**config.mk**
```make
export PLATFORM = sky130hd
export DESIGN_NAME = zwst_timing
export DESIGN_NICKNAME = d
export VERILOG_FILES = /design/src/core/zwst_pkg.sv /design/src/core/zwst_timing.sv
export SDC_FILE = /design/constraint.sdc
export NUM_CORES = 1
export LEC_CHECK = 0
export BUFFER_PORTS_ARGS = -buffer_cell sky130_fd_sc_hd__clkbuf_2
export CAP_MARGIN = 20
export CORE_MARGIN = 3
export CORE_UTILIZATION = 52
export DETAILED_ROUTE_END_ITERATION = 8
export PLACE_DENSITY_LB_ADDON = 0.15
export SYNTH_ARGS = -nofsm -noshare
export SYNTH_HDL_FRONTEND = slang
export SYNTH_SLANG_ARGS = --single-unit
```
**constraint.sdc**
```tcl
create_clock -name clock -period 3.6 [get_ports clock]
set_input_delay 0 -clock clock [delete_from_list [all_inputs] [get_ports clock]]
set_output_delay 0 -clock clock [all_outputs]
set_load 0.02 [all_outputs]
```
**src/core/zwst_pkg.sv**
```systemverilog
/*
  Shared constants and types of the zone wait-state timing block: register
  indexes, field positions, reset values, memory ranges and bus carriers.
  Assumes a 32-bit AXI4-Lite register bus and a 17-bit CPU byte address.
*/
package zwst_pkg;

  // register indexes; the byte address on the bus is four times the index
  localparam int unsigned AXI_AW               = 20;
  localparam logic [17:0] IDX_BUS_UNIT_CONFIG  = 18'h0f900;
  localparam logic [17:0] IDX_IO_ZONE_CONFIG   = 18'h0f902;
  localparam logic [17:0] IDX_ZONE0_CONFIG     = 18'h0f904;
  localparam logic [17:0] IDX_ZONE1_CONFIG     = 18'h0f906;
  localparam logic [17:0] IDX_MODULE_CONFIG    = 18'h0f908;
  localparam logic [17:0] IDX_TIMING_STATUS    = 18'h0f90a;

  // reset values and writable bits (reserved bits are dropped on write)
  localparam logic [7:0]  RST_BUS_UNIT_CONFIG  = 8'h07;
  localparam logic [7:0]  MSK_BUS_UNIT_CONFIG  = 8'h07;
  localparam logic [15:0] RST_ZONE_CONFIG      = 16'h069f;
  localparam logic [15:0] MSK_ZONE_CONFIG      = 16'h0e9f;
  localparam logic [15:0] MSK_IO_CONFIG        = 16'h029f;

  // field positions of the zone, i/o, bus unit and module configuration words
  localparam int unsigned F_WAIT_LO  = 0;
  localparam int unsigned F_HOLD_LO  = 3;
  localparam int unsigned F_BW       = 7;
  localparam int unsigned F_POST_IDLE_ENABLE     = 9;
  localparam int unsigned F_PRE_IDLE_ENABLE     = 10;
  localparam int unsigned F_FRE      = 11;
  localparam int unsigned F_EWR      = 0;
  localparam int unsigned F_EEPROM_ZERO_WAIT   = 0;

  // cycle counts of the basic bus cycles
  localparam logic [4:0] CYC_SINGLE  = 5'h01;
  localparam logic [4:0] CYC_NORMAL  = 5'h02;
  localparam logic [4:0] CYC_IO_BASE = 5'h03;

  // memory map of the cpu side, inclusive bounds
  localparam logic [16:0] FLASH_LO_A = 17'h00000;
  localparam logic [16:0] FLASH_HI_A = 17'h0bfff;
  localparam logic [16:0] FLASH_LO_B = 17'h1c000;
  localparam logic [16:0] FLASH_HI_B = 17'h1ffff;
  localparam logic [16:0] RAM_LO     = 17'h0c000;
  localparam logic [16:0] RAM_HI     = 17'h0cbff;
  localparam logic [16:0] BOOT_LO    = 17'h0e000;
  localparam logic [16:0] BOOT_HI    = 17'h0e5ff;
  localparam logic [16:0] EE_LO      = 17'h0f000;
  localparam logic [16:0] EE_HI      = 17'h0f27f;
  localparam logic [16:0] PER_LO_A   = 17'h0f800;
  localparam logic [16:0] PER_HI_A   = 17'h0faff;
  localparam logic [16:0] PER_LO_B   = 17'h0fc00;
  localparam logic [16:0] PER_HI_B   = 17'h0ffff;
  localparam logic [16:0] IO_LO      = 17'h0fb00;
  localparam logic [16:0] IO_HI      = 17'h0fb16;

  localparam logic [1:0] RESP_OKAY   = 2'h0;
  localparam logic [1:0] RESP_SLVERR = 2'h2;

  typedef enum logic [2:0] {
    RG_NONE = 3'h0, RG_ZONE0 = 3'h1, RG_ZONE1 = 3'h2, RG_RAM = 3'h3,
    RG_EE   = 3'h4, RG_PERIPH = 3'h5, RG_IO = 3'h6
  } zwst_region_t;

  typedef enum logic [1:0] {
    PH_READY = 2'b00, PH_IDLE = 2'b01, PH_ACCESS = 2'b11
  } zwst_phase_t;

  typedef struct packed {
    logic [AXI_AW-1:0] awaddr;
    logic              awvalid;
    logic [31:0]       wdata;
    logic [3:0]        wstrb;
    logic              wvalid;
    logic              bready;
    logic [AXI_AW-1:0] araddr;
    logic              arvalid;
    logic              rready;
  } zwst_axi_req_t;

  typedef struct packed {
    logic        awready;
    logic        wready;
    logic        bvalid;
    logic [1:0]  bresp;
    logic        arready;
    logic        rvalid;
    logic [31:0] rdata;
    logic [1:0]  rresp;
  } zwst_axi_rsp_t;

endpackage : zwst_pkg

```
**src/core/zwst_timing.sv**
```systemverilog
/*
  Zone wait-state timing: register file on AXI4-Lite and the sequencer that
  stretches every cpu bus access by its zone's idle cycles and, outside fast mode, its wait and hold cycles.
  Assumes one 100 MHz clock shared with the cpu core and the register bus.
*/
// Decided for this implementation: register access over AXI4-Lite.
`timescale 1ns/1ps

module zwst_timing
  import zwst_pkg::*;
(
  input  wire logic          clock,
  input  wire logic          sys_rst,
  input  wire zwst_axi_req_t axiReq,
  output zwst_axi_rsp_t      axiRsp,
  input  wire logic          cpuReq,
  input  wire logic [16:0]   cpuAddr,
  input  wire logic          cpuWrite,
  output logic               cpuReady,
  output logic               cpuDone,
  output logic               busIdle,
  output logic               busWide16,
  output zwst_region_t       activeZone
);

  typedef struct packed {
    logic [7:0]        busCfg;
    logic [15:0]       io_zone_timing_config;
    logic [15:0]       z0Cfg;
    logic [15:0]       z1Cfg;
    logic              eeZeroWait;
    zwst_phase_t       phase;
    logic [1:0]        idleCnt;
    logic [4:0]        accCnt;
    zwst_region_t      lastZone;
    zwst_region_t      curZone;
    logic              wide;
    logic              awHeld;
    logic [AXI_AW-1:0] awAddr;
    logic              wHeld;
    logic [15:0]       wData;
    logic [1:0]        wStrb;
    logic              bValid;
    logic [1:0]        bResp;
    logic              rValid;
    logic [15:0]       rData;
    logic [1:0]        rResp;
  } zwst_state_t;

  zwst_state_t st_q;
  zwst_state_t st_d;

  // address decode of the cpu side, also used by the checks below
  function automatic zwst_region_t regionOf(input logic [16:0] a);
    zwst_region_t r;
    r = RG_NONE;
    if ((a >= FLASH_LO_A && a <= FLASH_HI_A) || (a >= FLASH_LO_B && a <= FLASH_HI_B))
      r = RG_ZONE0;
    else if (a >= RAM_LO && a <= RAM_HI)
      r = RG_RAM;
    else if (a >= BOOT_LO && a <= BOOT_HI)
      r = RG_ZONE1;
    else if (a >= EE_LO && a <= EE_HI)
      r = RG_EE;
    else if (a >= IO_LO && a <= IO_HI)
      r = RG_IO;
    else if ((a >= PER_LO_A && a <= PER_HI_A) || (a >= PER_LO_B && a <= PER_HI_B))
      r = RG_PERIPH;
    return r;
  endfunction : regionOf

  // configuration word that governs a region, zero where none does
  function automatic logic [15:0] cfgOf(input zwst_region_t r, input zwst_state_t s);
    logic [15:0] c;
    c = '0;
    if (r == RG_ZONE0)
      c = s.z0Cfg;
    else if (r == RG_ZONE1)
      c = s.z1Cfg;
    else if (r == RG_IO)
      c = s.io_zone_timing_config;
    return c;
  endfunction : cfgOf

  // total access cycles of one bus cycle, idle cycles excluded
  function automatic logic [4:0] accessCycles(input zwst_region_t r, input logic wr,
                                              input zwst_state_t s);
    logic [15:0] c;
    logic [4:0]  wt;
    logic [4:0]  hd;
    logic [4:0]  ew;
    logic [4:0]  n;
    c  = cfgOf(r, s);
    wt = {2'h0, c[F_WAIT_LO +: 3]};
    hd = {3'h0, c[F_HOLD_LO +: 2]};
    ew = {4'h0, s.busCfg[F_EWR]};
    n  = CYC_SINGLE;
    unique case (r)
      RG_ZONE0, RG_ZONE1:
        if (c[F_FRE])
          n = wr ? CYC_NORMAL : CYC_SINGLE;
        else if (wr)
          n = CYC_NORMAL + ew + wt + hd;
        else
          n = CYC_NORMAL + wt + hd;
      RG_RAM:    n = CYC_SINGLE;
      RG_EE:     n = s.eeZeroWait ? CYC_SINGLE : CYC_NORMAL;
      RG_PERIPH: n = CYC_NORMAL;
      RG_IO:     n = CYC_IO_BASE + wt + hd + (wr ? ew : 5'h00);
      default:   n = CYC_SINGLE;
    endcase
    return n;
  endfunction : accessCycles

  // idle cycles owed when the access leaves one zone for another
  function automatic logic [1:0] idleCycles(input zwst_region_t r, input zwst_state_t s);
    logic [15:0] cOld;
    logic [15:0] cNew;
    logic [1:0]  n;
    cOld = cfgOf(s.lastZone, s);
    cNew = cfgOf(r, s);
    n    = 2'h0;
    if (r != s.lastZone)
    begin
      n = {1'b0, cOld[F_POST_IDLE_ENABLE]};
      if (r != RG_IO)
        n = n + {1'b0, cNew[F_PRE_IDLE_ENABLE]};
    end
    return n;
  endfunction : idleCycles

  // byte-lane merge of a 16-bit register, reserved bits forced low
  function automatic logic [15:0] merge(input logic [15:0] old, input logic [15:0] dat,
                                        input logic [1:0] strb, input logic [15:0] msk);
    logic [15:0] v;
    v = old;
    if (strb[0])
      v[7:0] = dat[7:0];
    if (strb[1])
      v[15:8] = dat[15:8];
    return v & msk;
  endfunction : merge

  logic         accept;
  zwst_region_t reqZone;
  logic         wrFire;
  logic         wrHit;
  logic         rdHit;
  logic [17:0]  wrIdx;
  logic [17:0]  rdIdx;

  assign accept  = cpuReq && cpuReady;
  assign reqZone = regionOf(cpuAddr);
  assign wrFire  = st_q.awHeld && st_q.wHeld && !st_q.bValid;
  assign wrIdx   = st_q.awAddr[AXI_AW-1:2];
  assign rdIdx   = axiReq.araddr[AXI_AW-1:2];
  assign wrHit   = wrIdx inside {IDX_BUS_UNIT_CONFIG, IDX_IO_ZONE_CONFIG, IDX_ZONE0_CONFIG,
                                 IDX_ZONE1_CONFIG, IDX_MODULE_CONFIG};
  assign rdHit   = rdIdx inside {IDX_BUS_UNIT_CONFIG, IDX_IO_ZONE_CONFIG, IDX_ZONE0_CONFIG,
                                 IDX_ZONE1_CONFIG, IDX_MODULE_CONFIG, IDX_TIMING_STATUS};

  // next state: register bus slave and access sequencer in one pass
  always_comb
  begin
    logic [15:0] rd;
    logic        hit;
    st_d = st_q;
    rd   = '0;
    hit  = 1'b1;
    // write channel: address and data taken in either order, answer after both
    if (axiReq.awvalid && !st_q.awHeld && !st_q.bValid)
    begin
      st_d.awHeld = 1'b1;
      st_d.awAddr = axiReq.awaddr;
    end
    if (axiReq.wvalid && !st_q.wHeld && !st_q.bValid)
    begin
      st_d.wHeld = 1'b1;
      st_d.wData = axiReq.wdata[15:0];
      st_d.wStrb = axiReq.wstrb[1:0];
    end
    if (wrFire)
    begin
      unique case (wrIdx)
        IDX_BUS_UNIT_CONFIG:
          if (st_q.wStrb[0])
            st_d.busCfg = st_q.wData[7:0] & MSK_BUS_UNIT_CONFIG;
        IDX_IO_ZONE_CONFIG:
          st_d.io_zone_timing_config = merge(st_q.io_zone_timing_config, st_q.wData, st_q.wStrb, MSK_IO_CONFIG);
        IDX_ZONE0_CONFIG:
          st_d.z0Cfg = merge(st_q.z0Cfg, st_q.wData, st_q.wStrb, MSK_ZONE_CONFIG);
        IDX_ZONE1_CONFIG:
          st_d.z1Cfg = merge(st_q.z1Cfg, st_q.wData, st_q.wStrb, MSK_ZONE_CONFIG);
        IDX_MODULE_CONFIG:
          if (st_q.wStrb[0])
            st_d.eeZeroWait = st_q.wData[F_EEPROM_ZERO_WAIT];
        default: ;
      endcase
      st_d.awHeld = 1'b0;
      st_d.wHeld  = 1'b0;
      st_d.bValid = 1'b1;
      st_d.bResp  = wrHit ? RESP_OKAY : RESP_SLVERR;
    end
    else if (st_q.bValid && axiReq.bready)
      st_d.bValid = 1'b0;
    // read channel: one read at a time, answered on the cycle after the address
    unique case (rdIdx)
      IDX_BUS_UNIT_CONFIG: rd = {8'h00, st_q.busCfg};
      IDX_IO_ZONE_CONFIG:  rd = st_q.io_zone_timing_config;
      IDX_ZONE0_CONFIG:    rd = st_q.z0Cfg;
      IDX_ZONE1_CONFIG:    rd = st_q.z1Cfg;
      IDX_MODULE_CONFIG:   rd = {15'h0000, st_q.eeZeroWait};
      IDX_TIMING_STATUS:   rd = {8'h00, st_q.curZone, st_q.lastZone, st_q.phase};
      default:             hit = 1'b0;
    endcase
    if (axiReq.arvalid && !st_q.rValid)
    begin
      st_d.rValid = 1'b1;
      st_d.rData  = rd;
      st_d.rResp  = (hit && rdHit) ? RESP_OKAY : RESP_SLVERR;
    end
    else if (st_q.rValid && axiReq.rready)
      st_d.rValid = 1'b0;
    // access sequencer: idle cycles first, then the counted access cycles
    unique case (st_q.phase)
      PH_READY:
        if (accept)
        begin
          st_d.accCnt   = accessCycles(reqZone, cpuWrite, st_q);
          st_d.idleCnt  = idleCycles(reqZone, st_q);
          st_d.phase    = (idleCycles(reqZone, st_q) != 2'h0) ? PH_IDLE : PH_ACCESS;
          st_d.curZone  = reqZone;
          st_d.lastZone = reqZone;
          st_d.wide     = (cfgOf(reqZone, st_q) & (16'h0001 << F_BW)) != 16'h0000;
        end
      PH_IDLE:
      begin
        st_d.idleCnt = st_q.idleCnt - 2'h1;
        if (st_q.idleCnt == 2'h1)
          st_d.phase = PH_ACCESS;
      end
      PH_ACCESS:
      begin
        st_d.accCnt = st_q.accCnt - 5'h01;
        if (st_q.accCnt == CYC_SINGLE)
          st_d.phase = PH_READY;
      end
      default: st_d.phase = PH_READY;
    endcase
  end

  // state register; the zone registers come up in the slow default timing
  always_ff @(posedge clock)
  begin
    if (sys_rst)
    begin
      st_q            <= '0;
      st_q.busCfg     <= RST_BUS_UNIT_CONFIG;
      st_q.io_zone_timing_config      <= RST_ZONE_CONFIG;
      st_q.z0Cfg      <= RST_ZONE_CONFIG;
      st_q.z1Cfg      <= RST_ZONE_CONFIG;
      st_q.phase      <= PH_READY;
      st_q.lastZone   <= RG_NONE;
      st_q.curZone    <= RG_NONE;
    end
    else
      st_q <= st_d;
  end

  // outputs: cpu handshakes decoded from the phase and count, register bus valids, responses and data straight from flops, readies decoded from them
  assign cpuReady       = st_q.phase == PH_READY;
  assign cpuDone        = st_q.phase == PH_ACCESS && st_q.accCnt == CYC_SINGLE;
  assign busIdle        = st_q.phase == PH_IDLE;
  assign busWide16      = st_q.wide;
  assign activeZone     = st_q.curZone;
  assign axiRsp.awready = !st_q.awHeld && !st_q.bValid;
  assign axiRsp.wready  = !st_q.wHeld && !st_q.bValid;
  assign axiRsp.bvalid  = st_q.bValid;
  assign axiRsp.bresp   = st_q.bResp;
  assign axiRsp.arready = !st_q.rValid;
  assign axiRsp.rvalid  = st_q.rValid;
  assign axiRsp.rdata   = {16'h0000, st_q.rData};
  assign axiRsp.rresp   = st_q.rResp;

  logic        sameZone;
  logic [15:0] z0;
  assign sameZone = reqZone == st_q.lastZone;
  assign z0       = st_q.z0Cfg;
endmodule : zwst_timing

```
* Word level (Yosys, flattened, before mapping)
Cells that the tools add are included.
** Operators by class
- $add $sub $neg :: 11
- Magnitude comparators :: 16
- Equality and inequality tests :: 28
- Muxes and demuxes :: 41
- Reduce and logical (&&, ||, !) cells :: 52
** Operators with widths (number)
- $eq 18x16->1 const B :: 11
- $le 17x16->1 const B :: 7
- $ge 17x16->1 const B :: 6
- $pmux 12 s6 :: 1
- $mux 10 :: 5
- $mux 12 :: 4
- $reduce_and 3->1 :: 9
- $logic_and 1x1->1 :: 22
- $mux 2 :: 11
- $pmux 5 s4 :: 1
- $mux 3 :: 6
- $ge 17x1->1 const B :: 1
- $ge 17x17->1 const B :: 1
- $le 17x17->1 const B :: 1
- $mux 16 :: 1
- $add 4x2->5 :: 3
- $eq 3x3->1 const B :: 4
- $mux 11 :: 1
- $mux 5 :: 2
- $pmux 5 s2 :: 1
- $reduce_bool 2->1 :: 5
- $add 2x3->4 const A :: 2
- $reduce_and 2->1 :: 4
- $eq 3x1->1 const B :: 2
- 24 further kinds :: 37
** Word-level totals
- Register bits :: 101
- Bits of input ports :: 102
- Word-level logic and storage cells :: 172

* Logic depth before layout (Yosys ltp)
Gate-level depths: netlist (run 1).
- Depth after elaboration :: 24
- Depth in mapped cells :: 15

* Least setup slack after synthesis (run 1)
OpenSTA, ideal clock, no wires.
- Path kind :: input to register
- From :: in cpuAddr[15]
- To :: reg st_q[70] in the netlist's numbering
- Setup time :: 0.070 ns
- Arrival time :: 3.009 ns
- Setup slack :: 0.521 ns
- Stages on the path :: 14
- Cells stage by stage :: nand4_1 > o211a_1 > mux2i_4 > nor2_4 > buf_6 > a222oi_1 > ha_1 > inv_1 > ha_1 > inv_1 > fa_1 > o31a_1 > a31oi_1 > a21boi_1
** On the way
- Longest elaborated chain between the ends :: 22
- Elaborated cells on any way between the ends :: 55
** RTL lines
- start: declaration :: RTL line zwst_timing.sv:17 : input wire logic [16:0] cpuAddr,
- $ge 17x16->1 or $le 17x16->1 (tied branches) :: RTL line zwst_timing.sv:67 : else if ((a >= PER_LO_A && a <= PER_HI_A) || (a >= PER_LO_B && a <= PER_HI_B))
- $logic_and 1x1->1 :: RTL line zwst_timing.sv:67
- $logic_or 1x1->1 :: RTL line zwst_timing.sv:67
- $mux 3 :: RTL line zwst_timing.sv:67
- $mux 3 :: RTL line zwst_timing.sv:65 : else if (a >= IO_LO && a <= IO_HI)
- $mux 3 :: RTL line zwst_timing.sv:63 : else if (a >= EE_LO && a <= EE_HI)
- $mux 3 :: RTL line zwst_timing.sv:61 : else if (a >= BOOT_LO && a <= BOOT_HI)
- $mux 3 :: RTL line zwst_timing.sv:59 : else if (a >= RAM_LO && a <= RAM_HI)
- $mux 3 * :: RTL line zwst_timing.sv:57 : if ((a >= FLASH_LO_A && a <= FLASH_HI_A) || (a >= FLASH_LO_B && a <= FLASH_HI_B))
- parallel branches: the longest is 10 deep, another holds $add 4x2->5
- $pmux 5 s4 * :: RTL line zwst_timing.sv:98 : unique case (r)
- $mux 16 * :: RTL line zwst_timing.sv:227 : if (accept)
- $pmux 5 s2 * :: RTL line zwst_timing.sv:225 : unique case (st_q.phase)
- end signal: assignment :: RTL line zwst_timing.sv:267 : st_q <= st_d;
- end: declaration :: RTL line zwst_timing.sv:50 : zwst_state_t st_q;
Mark *: on every way between the ends. The select of a mux whose other input is x is not followed.
A chain may end at the register's enable or synchronous reset.

* Worst setup path in the final report (run 1)
- From :: in cpuAddr[15]
- To :: reg st_q[71] in the netlist's numbering
The elaborated chain is that of the path after synthesis.

==> impl_metrics.env, run 1 <==
export IMPL_outcome="finished clean"
export IMPL_vias_per_cell=5.401
export IMPL_tightest_slew_ns=0.7550
export IMPL_power_density_nw_per_um2=402.5
export IMPL_dieArea_um2=10840
export IMPL_hold_violations=0
export IMPL_drc=0
export IMPL_async_flop_share_pct=0
export IMPL_coreArea_um2=9284
export IMPL_cts_setup_buffers=0
export IMPL_seq_area_frac_synth_pct=35.59
export IMPL_ff2ff_path_depth=9
export IMPL_cts_htree_levels=3
export IMPL_cts_sinks=89
export IMPL_r2r_end="st_q[70]"
export IMPL_holdWs_ns=0.05245
export IMPL_path_class="input pin to flop"
export IMPL_period_share_pct=79.66
export IMPL_detail_route_antenna_nets=0
export IMPL_finalPower_mw=2.358
export IMPL_final_min_clock_period_ns=2.868
export IMPL_slew_viol_final=0
export IMPL_rr_startpoint="st_q[79]"
export IMPL_syn_cell_area_um2=5006
export IMPL_numCtsBuffers=9
export IMPL_initial_utilization_pct=53.92
export IMPL_synth_ff_latch_count=89
export IMPL_insertion_delay_ns=0.36
export IMPL_wl_per_cell_um=14.34
export IMPL_fmax_mhz=348.7
export IMPL_post_synth_cell_area_avg_um2=8.302
export IMPL_yosysWarnings=0
export IMPL_grt_pass1_wl_mm=19.74
export IMPL_cpLargestDelayFamily="compound AO/OA/AOI/OAI gates"
export IMPL_firstDrtPassIters=6
export IMPL_rows=35
export IMPL_yosysTopAreaCell="dfxtp_1"
export IMPL_grtUsageTotal_pct=21.81
export IMPL_grt_max_degree=73
export IMPL_setup_viol_count_final=0
export IMPL_antenna_cells=0
export IMPL_rrSetupSlack_ns=0.99
export IMPL_cts_buffer_depth=2
export IMPL_crit_arrival_ns=3.15
export IMPL_end_kind="flop"
export IMPL_grt_pass1_vias=4187
export IMPL_max_cap_viol_count=0
export IMPL_required_ns=3.88
export IMPL_critical_path_slowest_cell="a222oi_1"
export IMPL_num_vias=4499
export IMPL_die_width_um=104.1
export IMPL_syn_to_final_growth_pct=17.05
export IMPL_rsz0062_at_grt="no"
export IMPL_io_pins=150
export IMPL_critPathLaunchType="input pin"
export IMPL_synthFlopType="dfxtp_1"
export IMPL_routed_wl_mm=11.95
export IMPL_slew_headroom_pct=49.66
export IMPL_skew_ns=0.01363
export IMPL_hp_class="input pin to flop"
export IMPL_first_iter_violations=255
export IMPL_critPathMaxStageDelay_ns=0.52
export IMPL_overflow=0
export IMPL_antenna_found_initial=0
export IMPL_hp_start="axiReq[1]"
export IMPL_synth_top_area_share_pct=35.59
export IMPL_drive_above_1_share_pct=19.46
export IMPL_crit_fanout=14
export IMPL_crit_top_cell="ha_1"
export IMPL_p_leak_nw=2.517
export IMPL_path_clk_slew_ns=0.09
export IMPL_yosysUniqueCellTypes=70
export IMPL_fin_tns_setup_ns=0
export IMPL_port_buffers=97
export IMPL_hold_depth=4
export IMPL_cts_root_buf="clkbuf_8"
export IMPL_worstHoldEndpoint="axiRsp[1]"
export IMPL_crit_chain="clkbuf_2, nand4_1, o211a_1, mux2i_4, nor2_4, buf_4, a222oi_1, inv_1, ha_1, ha_1, fa_1, mux2i_1, nor3_1, a21oi_1, o31ai_1"
export IMPL_dp_final_hpwl_mm=8.752
export IMPL_vdd_ir_drop_max_uv=250.6
export IMPL_synth_area_top_cells="dfxtp_1 (36%), nand2_1 (7.9%), buf_4 (6.3%)"
export IMPL_gp_congestion=0.8672
export IMPL_cts_tree="built"
export IMPL_die_height_um=104.1
export IMPL_finalNetCount=817
export IMPL_crit_buf_inv=3
export IMPL_syn_inst=603
export IMPL_cts_resized_gates=0
export IMPL_synth_edff_count=0
## cell type report
| type | instances | area, um2 |
|---|---|---|
| fill | 842 | 3425 |
| inverter | 28 | 105.1 |
| tap | 129 | 161.4 |
| multi-input combinational | 435 | 2759 |
| sequential | 89 | 1782 |
| clock buffer | 10 | 137.6 |
| timing repair buffer | 136 | 860.8 |
| clock inverter | 6 | 53.80 |
## power by group
group,switching [mW],total (mW),internal [mW]
combinational,0.320,0.568,0.248
sequential,0.0799,1.12,1.04
clock,0.382,0.666,0.285
total,0.781,2.36,1.58
## routing by layer
layer	share of wire [%]	wire, um	track usage (%)	vias to the layer above
met1	43	5165	26.98	2094
met4	1.9	225	5.888	0
met3	4.7	564	4.469	14
met5	0	0	0	-
met2	50	5990	38.49	140
li1	-	-	-	2251
## cells in the final DEF, fill, tap and decap left out, drive strengths merged, types with 5 or more instances in the layout
cell type / instances
a22oi: 9
buf: 6
o211ai: 5
ha: 12
dfxtp: 89
o21ai: 11
mux2: 6
nor2b: 9
a211o: 9
and3b: 6
nor2: 46
conb: 23
nand2b: 9
nand2: 105
dlygate4sd3: 33
a21oi: 44
nor3: 15
nand3: 9
mux2i: 27
clkbuf: 107
a22o: 7
inv: 32
a222oi: 7
a211oi: 5
## worst reg2reg max path: stages, from the launching register on
cell	delay [ns]
dfxtp_1	0.35
a222oi_1	0.54
ha_1	0.33
inv_1	0.06
ha_1	0.17
inv_1	0.06
fa_1	0.44
o31a_1	0.30
a31oi_1	0.15
a21boi_1	0.16
## stage by stage
stage | instances | utilization [%] | setup WS [ns] | cell area (um2)
6_report | 833 | 63.11 | 0.7321 | 5859
5_1_grt | 833 | 63.11 | 0.5420 | 5859
4_1_cts | 833 | 63.11 | 0.7575 | 5859
3_5_place_dp | 784 | 57.49 | 0.3866 | 5338
3_3_place_gp | 784 | 57.49 | 0.4468 | 5338
2_1_floorplan | 625 | - | 0.5212 | 5089
## cells by family (layout without fill, tap and decap cells)
group | after synthesis | count (layout) | synth area share, %
xor gates and xnor gates | 2 | 2 | 0.3500
adders and majority gates | 16 | 16 | 4.599
buffers and inverters | 101 | 180 | 10.95
other | 1 | 23 | 0.07491
AOI/OAI and AO/OA | 132 | 132 | 18.92
and+or+nand+nor | 228 | 228 | 22.07
muxes | 34 | 34 | 7.448
DFF | 89 | 89 | 35.59
## state kept, by name, indices dropped and copies added, names as in the netlist
| register | cells |
|---|---|
| st_q | 61 |
| axiRsp | 15 |
| z0 | 9 |
| activeZone | 3 |
| busWide16 | 1 |
## repair_timing
action                                  CTS  global route
endpoints found under the setup margin    0             0
hold buffers                             33             0
hold endpoints to repair                 34             0
## worst max-delay path by stage
| stage | startpoint | to | slack, ns | cells after the start |
|---|---|---|---|---|
| 6_report | cpuAddr[15] | st_q[71] | 0.73 | 15 |
| 5_1_grt | cpuAddr[15] | st_q[71] | 0.54 | 15 |
| 4_1_cts | cpuAddr[15] | st_q[71] | 0.76 | 15 |
| 3_5_place_dp | cpuAddr[15] | st_q[70] | 0.39 | 14 |
| 3_3_place_gp | cpuAddr[15] | st_q[70] | 0.45 | 14 |
| 2_1_floorplan | cpuAddr[15] | st_q[70] | 0.52 | 14 |
## cells in the mapped netlist, drive strengths merged (3+ instances only)
master / number
a211o: 9
a211oi: 5
a21o: 4
a21oi: 44
a222oi: 7
a22o: 7
a22oi: 9
a31oi: 3
and3b: 6
and4: 3
and4b: 3
buf: 50
clkbuf: 23
dfxtp: 89
fa: 4
ha: 12
inv: 27
mux2: 6
mux2i: 27
nand2: 105
nand2b: 9
nand3: 9
nand4: 4
nor2: 46
nor2b: 9
nor3: 15
nor4: 3
nor4b: 3
o211ai: 5
o21ai: 11
o31a: 4
o31ai: 3
Note: power is estimated with default switching activity, not from simulation.
==> run 2: changes to the inputs <==
- CORE_UTILIZATION: 52 -> 47
- clock period: 3.6 -> 2.5 ns (I/O delays scaled with it)
==> impl_metrics.env, run 2 (same netlist as run 1, synthesis figures left out) <==
export IMPL_io_pins=150
export IMPL_hp_start="axiReq[1]"
export IMPL_largest_reg_flops=61
export IMPL_cts_tree="built"
export IMPL_die_height_um=109.2
export IMPL_setup_viol_count_final=1
export IMPL_antenna_cells=0
export IMPL_rsz0062_at_grt="yes"
export IMPL_crit_fanout=5
export IMPL_route_met3_wl_um=602
export IMPL_die_width_um=109.2
export IMPL_outcome="finished with violations"
export IMPL_wl_per_cell_um=14.74
export IMPL_cts_root_buf="clkbuf_8"
export IMPL_final_common_cell="nand2_1"
export IMPL_cts_sinks=89
export IMPL_gp_congestion=0.8645
export IMPL_power_density_nw_per_um2=591.7
export IMPL_drc=0
export IMPL_max_cap_viol_count=0
export IMPL_dp_final_hpwl_mm=9.427
export IMPL_routed_wl_mm=12.82
export IMPL_worstHoldEndpoint="axiRsp[1]"
export IMPL_rows=37
export IMPL_finalCoreUtilization_pct=60.26
export IMPL_ff2ff_path_depth=10
export IMPL_path_clk_slew_ns=0.10
export IMPL_p_leak_nw=2.688
export IMPL_maxUsedRoutingLayer="met4"
export IMPL_vias_per_cell=5.293
export IMPL_slew_viol_final=0
export IMPL_cts_setup_buffers=0
export IMPL_fin_ws_ns=-0.02629
export IMPL_final_min_clock_period_ns=2.526
export IMPL_numCtsBuffers=9
export IMPL_wl_met2_mm=6.519
export IMPL_coreArea_um2=10320
export IMPL_grt_max_degree=41
export IMPL_tightest_slew_ns=0.6242
export IMPL_period_share_pct=101.1
export IMPL_insertion_delay_ns=0.37
export IMPL_port_buffers=97
export IMPL_detail_route_antenna_nets=0
export IMPL_rr_startpoint="st_q[111]"
export IMPL_met1_length_mm=5.420
export IMPL_antenna_found_initial=0
export IMPL_violations="negative setup slack"
export IMPL_finalNetCount=847
export IMPL_grt_pass1_wl_mm=19.89
export IMPL_end_kind="flop"
export IMPL_hold_depth=4
export IMPL_final_cell_mix="nand2_1 (105), clkbuf_2 (93), dfxtp_1 (89)"
export IMPL_cts_htree_levels=3
export IMPL_rrSetupSlack_ns=0.08
export IMPL_drive_above_1_share_pct=24.25
export IMPL_fmax_mhz=395.8
export IMPL_slew_headroom_pct=58.28
export IMPL_first_iter_violations=214
export IMPL_vdd_ir_drop_max_uv=317.6
export IMPL_initial_utilization_pct=48.49
export IMPL_hold_violations=0
export IMPL_syn_to_final_growth_pct=24.27
export IMPL_path_class="input pin to flop"
export IMPL_num_vias=4605
export IMPL_cts_buffer_depth=2
export IMPL_grt_pass1_vias=4223
export IMPL_crit_arrival_ns=2.82
export IMPL_required_ns=2.80
export IMPL_critPathLaunchType="input pin"
export IMPL_top_register="st_q"
export IMPL_grtUsageTotal_pct=21.12
export IMPL_r2r_end="st_q[71]"
export IMPL_overflow=0
export IMPL_firstDrtPassIters=7
export IMPL_hp_class="input pin to flop"
export IMPL_skew_ns=0.008970
export IMPL_dieArea_um2=11930
export IMPL_holdWs_ns=0.03357
## run 2: cell count changes in the layout (fill, tap and decap cells not counted), moves of 2 or more
cell / before / now
buf_4: 6 / 36
buf_6: 0 / 5
bufinv_16: 0 / 2
clkbuf_2: 97 / 93
ha_1: 12 / 7
ha_4: 0 / 4
inv_1: 27 / 23
inv_2: 0 / 4
inv_6: 4 / 2
## run 2: critical path: stages
cell and delay [ns]:
buf_6 0.08, nand4_1 0.16, o211a_1 0.29, mux2i_4 0.18, nor2_4 0.08, a222oi_1 0.36, buf_4 0.20, inv_1 0.07
ha_4 0.17, ha_4 0.16, fa_1 0.50, mux2i_1 0.07, nor3_1 0.22, a21oi_1 0.07, o31ai_1 0.21
## run 2: metrics by stage
stage | total power, mW | TNS, ns | instances | setup WS, ns | cell area (um2)
detailed placement | 2.475 | -0.9615 | 822 | -0.3568 | 5594
CTS | 3.679 | 0 | 870 | 0.01525 | 6151
floorplan | 2.242 | -1.120 | 625 | -0.4515 | 5104
finish | 3.681 | -0.02629 | 870 | -0.02629 | 6221
global route | 3.879 | -0.3365 | 870 | -0.2495 | 6221
global placement | 2.451 | -0.7090 | 822 | -0.2676 | 5594
## run 2: power breakdown
group | internal, mW | leakage [nW] | switching [mW] | total, mW
Combinational | 0.407 | 1.85 | 0.491 | 0.898
Sequential | 1.50 | 0.726 | 0.107 | 1.61
Clock | 0.585 | 0.115 | 0.587 | 1.17
## run 2: repair_timing
action | 4_1_cts | 5_1_grt
gates resized for setup | 0 | 14
hold buffers | 32 | 0
endpoints found under the setup margin | 0 | 3
hold endpoints to repair | 31 | 0
## run 2: layout make-up
cell class,count,area [um2]
clock inverters,7,112.6
clock buffers,9,123.9
multi-input cells,435,2815
well taps,136,170.2
fillers,934,4103
flip-flops and latches,89,1782
repair buffers,166,1112
inverters,28,105.1
## run 2: metal layers
layer,vias to the layer above,global-route usage [%]
li1,2314,-
met1,2123,25.65
met2,144,36.89
met3,24,3.612
met4,0,8.638
met5,-,0
## run 2: worst max path at each step
stage                     start       end  slack [ns]
CTS                 cpuAddr[12]  st_q[71]        0.02
detailed placement  cpuAddr[12]  st_q[71]       -0.36
global placement    cpuAddr[12]  st_q[71]       -0.27
floorplan           cpuAddr[12]  st_q[70]       -0.45
global route        cpuAddr[15]  st_q[71]       -0.25
finish              cpuAddr[15]  st_q[71]       -0.03
==> run 3: changes to the inputs <==
- CELL_PAD_IN_SITES_DETAIL_PLACEMENT: not set -> 0
- CELL_PAD_IN_SITES_GLOBAL_PLACEMENT: not set -> 2
- CORE_UTILIZATION: 47 -> 27
==> impl_metrics.env, run 3 (same netlist as run 1, synthesis figures left out) <==
export IMPL_outcome="finished clean"
export IMPL_ff2ff_path_depth=10
export IMPL_hold_depth=4
export IMPL_rows=49
export IMPL_cts_buffer_depth=2
export IMPL_detail_route_antenna_nets=0
export IMPL_firstDrtPassIters=4
export IMPL_cts_sinks=89
export IMPL_initial_utilization_pct=27.68
export IMPL_power_frac_seq_pct=39.3
export IMPL_insertion_delay_ns=0.35
export IMPL_p_clk_share_pct=37.5
export IMPL_first_iter_violations=221
export IMPL_numCtsBuffers=9
export IMPL_p_int_mw=2.831
export IMPL_finalNetCount=855
export IMPL_cts_htree_levels=3
export IMPL_antenna_found_initial=0
export IMPL_final_common_cell="nand2_1"
export IMPL_syn_to_final_growth_pct=29.82
export IMPL_io_pins=150
export IMPL_hp_class="input pin to flop"
export IMPL_hold_violations=0
export IMPL_gp_congestion=0.8137
export IMPL_setup_viol_count_final=0
export IMPL_die_height_um=142.2
export IMPL_wl_per_cell_um=15.04
export IMPL_fin_area_um2=6499
export IMPL_slew_viol_final=0
export IMPL_cts_root_buf="clkbuf_16"
export IMPL_combPwrFrac_pct=23.2
export IMPL_max_cap_viol_count=0
export IMPL_die_width_um=142.2
export IMPL_skew_ns=0.008602
export IMPL_top_register="st_q"
export IMPL_fmax_mhz=402.8
export IMPL_critical_path_slowest_cell="fa_1"
export IMPL_switchingPower_mw=1.254
export IMPL_critPathMaxStageDelay_ns=0.46
export IMPL_slew_headroom_pct=57.64
export IMPL_rsz0062_at_grt="yes"
export IMPL_grt_pass1_vias=4310
export IMPL_tightest_slew_ns=0.6339
export IMPL_grt_max_degree=54
export IMPL_largest_reg_flops=61
export IMPL_crit_arrival_ns=2.76
export IMPL_dpl_instance_area_um2=5768
export IMPL_num_vias=4573
export IMPL_period_share_pct=99.30
export IMPL_final_min_clock_period_ns=2.483
export IMPL_critPathLaunchType="input pin"
export IMPL_required_ns=2.78
export IMPL_overflow=0
export IMPL_end_kind="flop"
export IMPL_path_class="input pin to flop"
export IMPL_dp_cells=921
export IMPL_switching_share_pct=30.70
export IMPL_coreArea_um2=18090
export IMPL_p_leak_nw=2.777
export IMPL_crit_fanout=4
export IMPL_vdd_ir_drop_max_uv=372.1
export IMPL_cts_tree="built"
export IMPL_grt_pass1_wl_mm=22.87
export IMPL_path_clk_slew_ns=0.07
export IMPL_power_density_nw_per_um2=628.5
export IMPL_antenna_cells=0
export IMPL_dieArea_um2=20210
export IMPL_drc=0
export IMPL_crit_chain="clkbuf_2, and3b_4, and4b_4, mux2i_4, nor2_4, a222oi_1, buf_4, ha_1, inv_2, ha_4, inv_1, fa_1, o31a_1, a31oi_1, a21boi_1"
export IMPL_stdcell_count=971
export IMPL_drive_above_1_share_pct=25.20
export IMPL_final_cell_mix="nand2_1 (105), clkbuf_2 (93), dfxtp_1 (89)"
export IMPL_dp_final_hpwl_mm=11.21
export IMPL_grtUsageTotal_pct=14.28
export IMPL_routed_wl_mm=14.61
export IMPL_port_buffers=97
export IMPL_vias_per_cell=4.710
==> run 3: cell count changes in the layout (fill, tap and decap cells not counted), sizes merged <==
cell and delta:
buf +8
==> run 3: power groups by stage <==
stage	combinational, mW	sequential [mW]	clock, mW
floorplan	0.645	1.60	0
global placement	0.880	1.64	0
detailed placement	0.898	1.64	0
CTS	0.939	1.61	1.59
global route	1.06	1.62	1.64
finish	0.946	1.61	1.53
==> run 3: area by class of cell <==
type,count,area [um2]
timing repair buffer,174,1189
multi-input combinational,435,2801
clock inverter,7,110.1
inverter,28,105.1
tap,229,286.5
fill,1916,11590
clock buffer,9,225.2
sequential,89,1782
==> run 3: repair_timing <==
item                                   CTS  global route
setup endpoints to repair                0             3
hold buffers                            32             0
endpoints found under the hold margin   31             0
buffers inserted                         0             2
resized for setup                        0            18
==> run 3: path summary, 6_finish.rpt <==
path	start	endpoint	slack [ns]
setup / recovery	cpuAddr[10]	st_q[70]	0.02
hold / removal	axiReq[1]	axiRsp[1]	0.09
setup reg to reg	st_q[111]	st_q[70]	0.12
hold reg to reg	st_q[51]	st_q[51]	0.45
==> run 3: per-stage QoR <==
| step | setup slack (ns) | TNS (ns) | utilization [%] | power, mW | hold slack (ns) |
|---|---|---|---|---|---|
| 3_5_place_dp | -0.3444 | -0.9556 | 31.89 | 2.537 | 0.2034 |
| 3_3_place_gp | -0.2819 | -0.8171 | 31.89 | 2.519 | 0.1971 |
| 2_1_floorplan | -0.4515 | -1.120 | - | 2.242 | 0.09902 |
| 5_1_grt | -0.1306 | -0.2121 | 35.93 | 4.323 | 0.1308 |
| 4_1_cts | 0.01622 | 0 | 35.52 | 4.131 | 0.08356 |
| 6_report | 0.01742 | 0 | 35.93 | 4.085 | 0.09030 |
==> run 3: critical path: cells and delay by family <==
family | cells | cell delay (ns)
compound gates | 4 | 0.89
fa+ha+maj | 3 | 0.81
buf+inv | 4 | 0.41
mux | 1 | 0.19
simple gates | 3 | 0.48
==> run 3: metal layers <==
| metal | wire length (um) | track usage (%) | vias to the layer above |
|---|---|---|---|
| met3 | 717 | 2.487 | 14 |
| met1 | 6961 | 19.14 | 2094 |
| met5 | 0 | 0 | - |
| met4 | 209 | 4.646 | 0 |
| li1 | - | - | 2335 |
| met2 | 6718 | 23.38 | 130 |
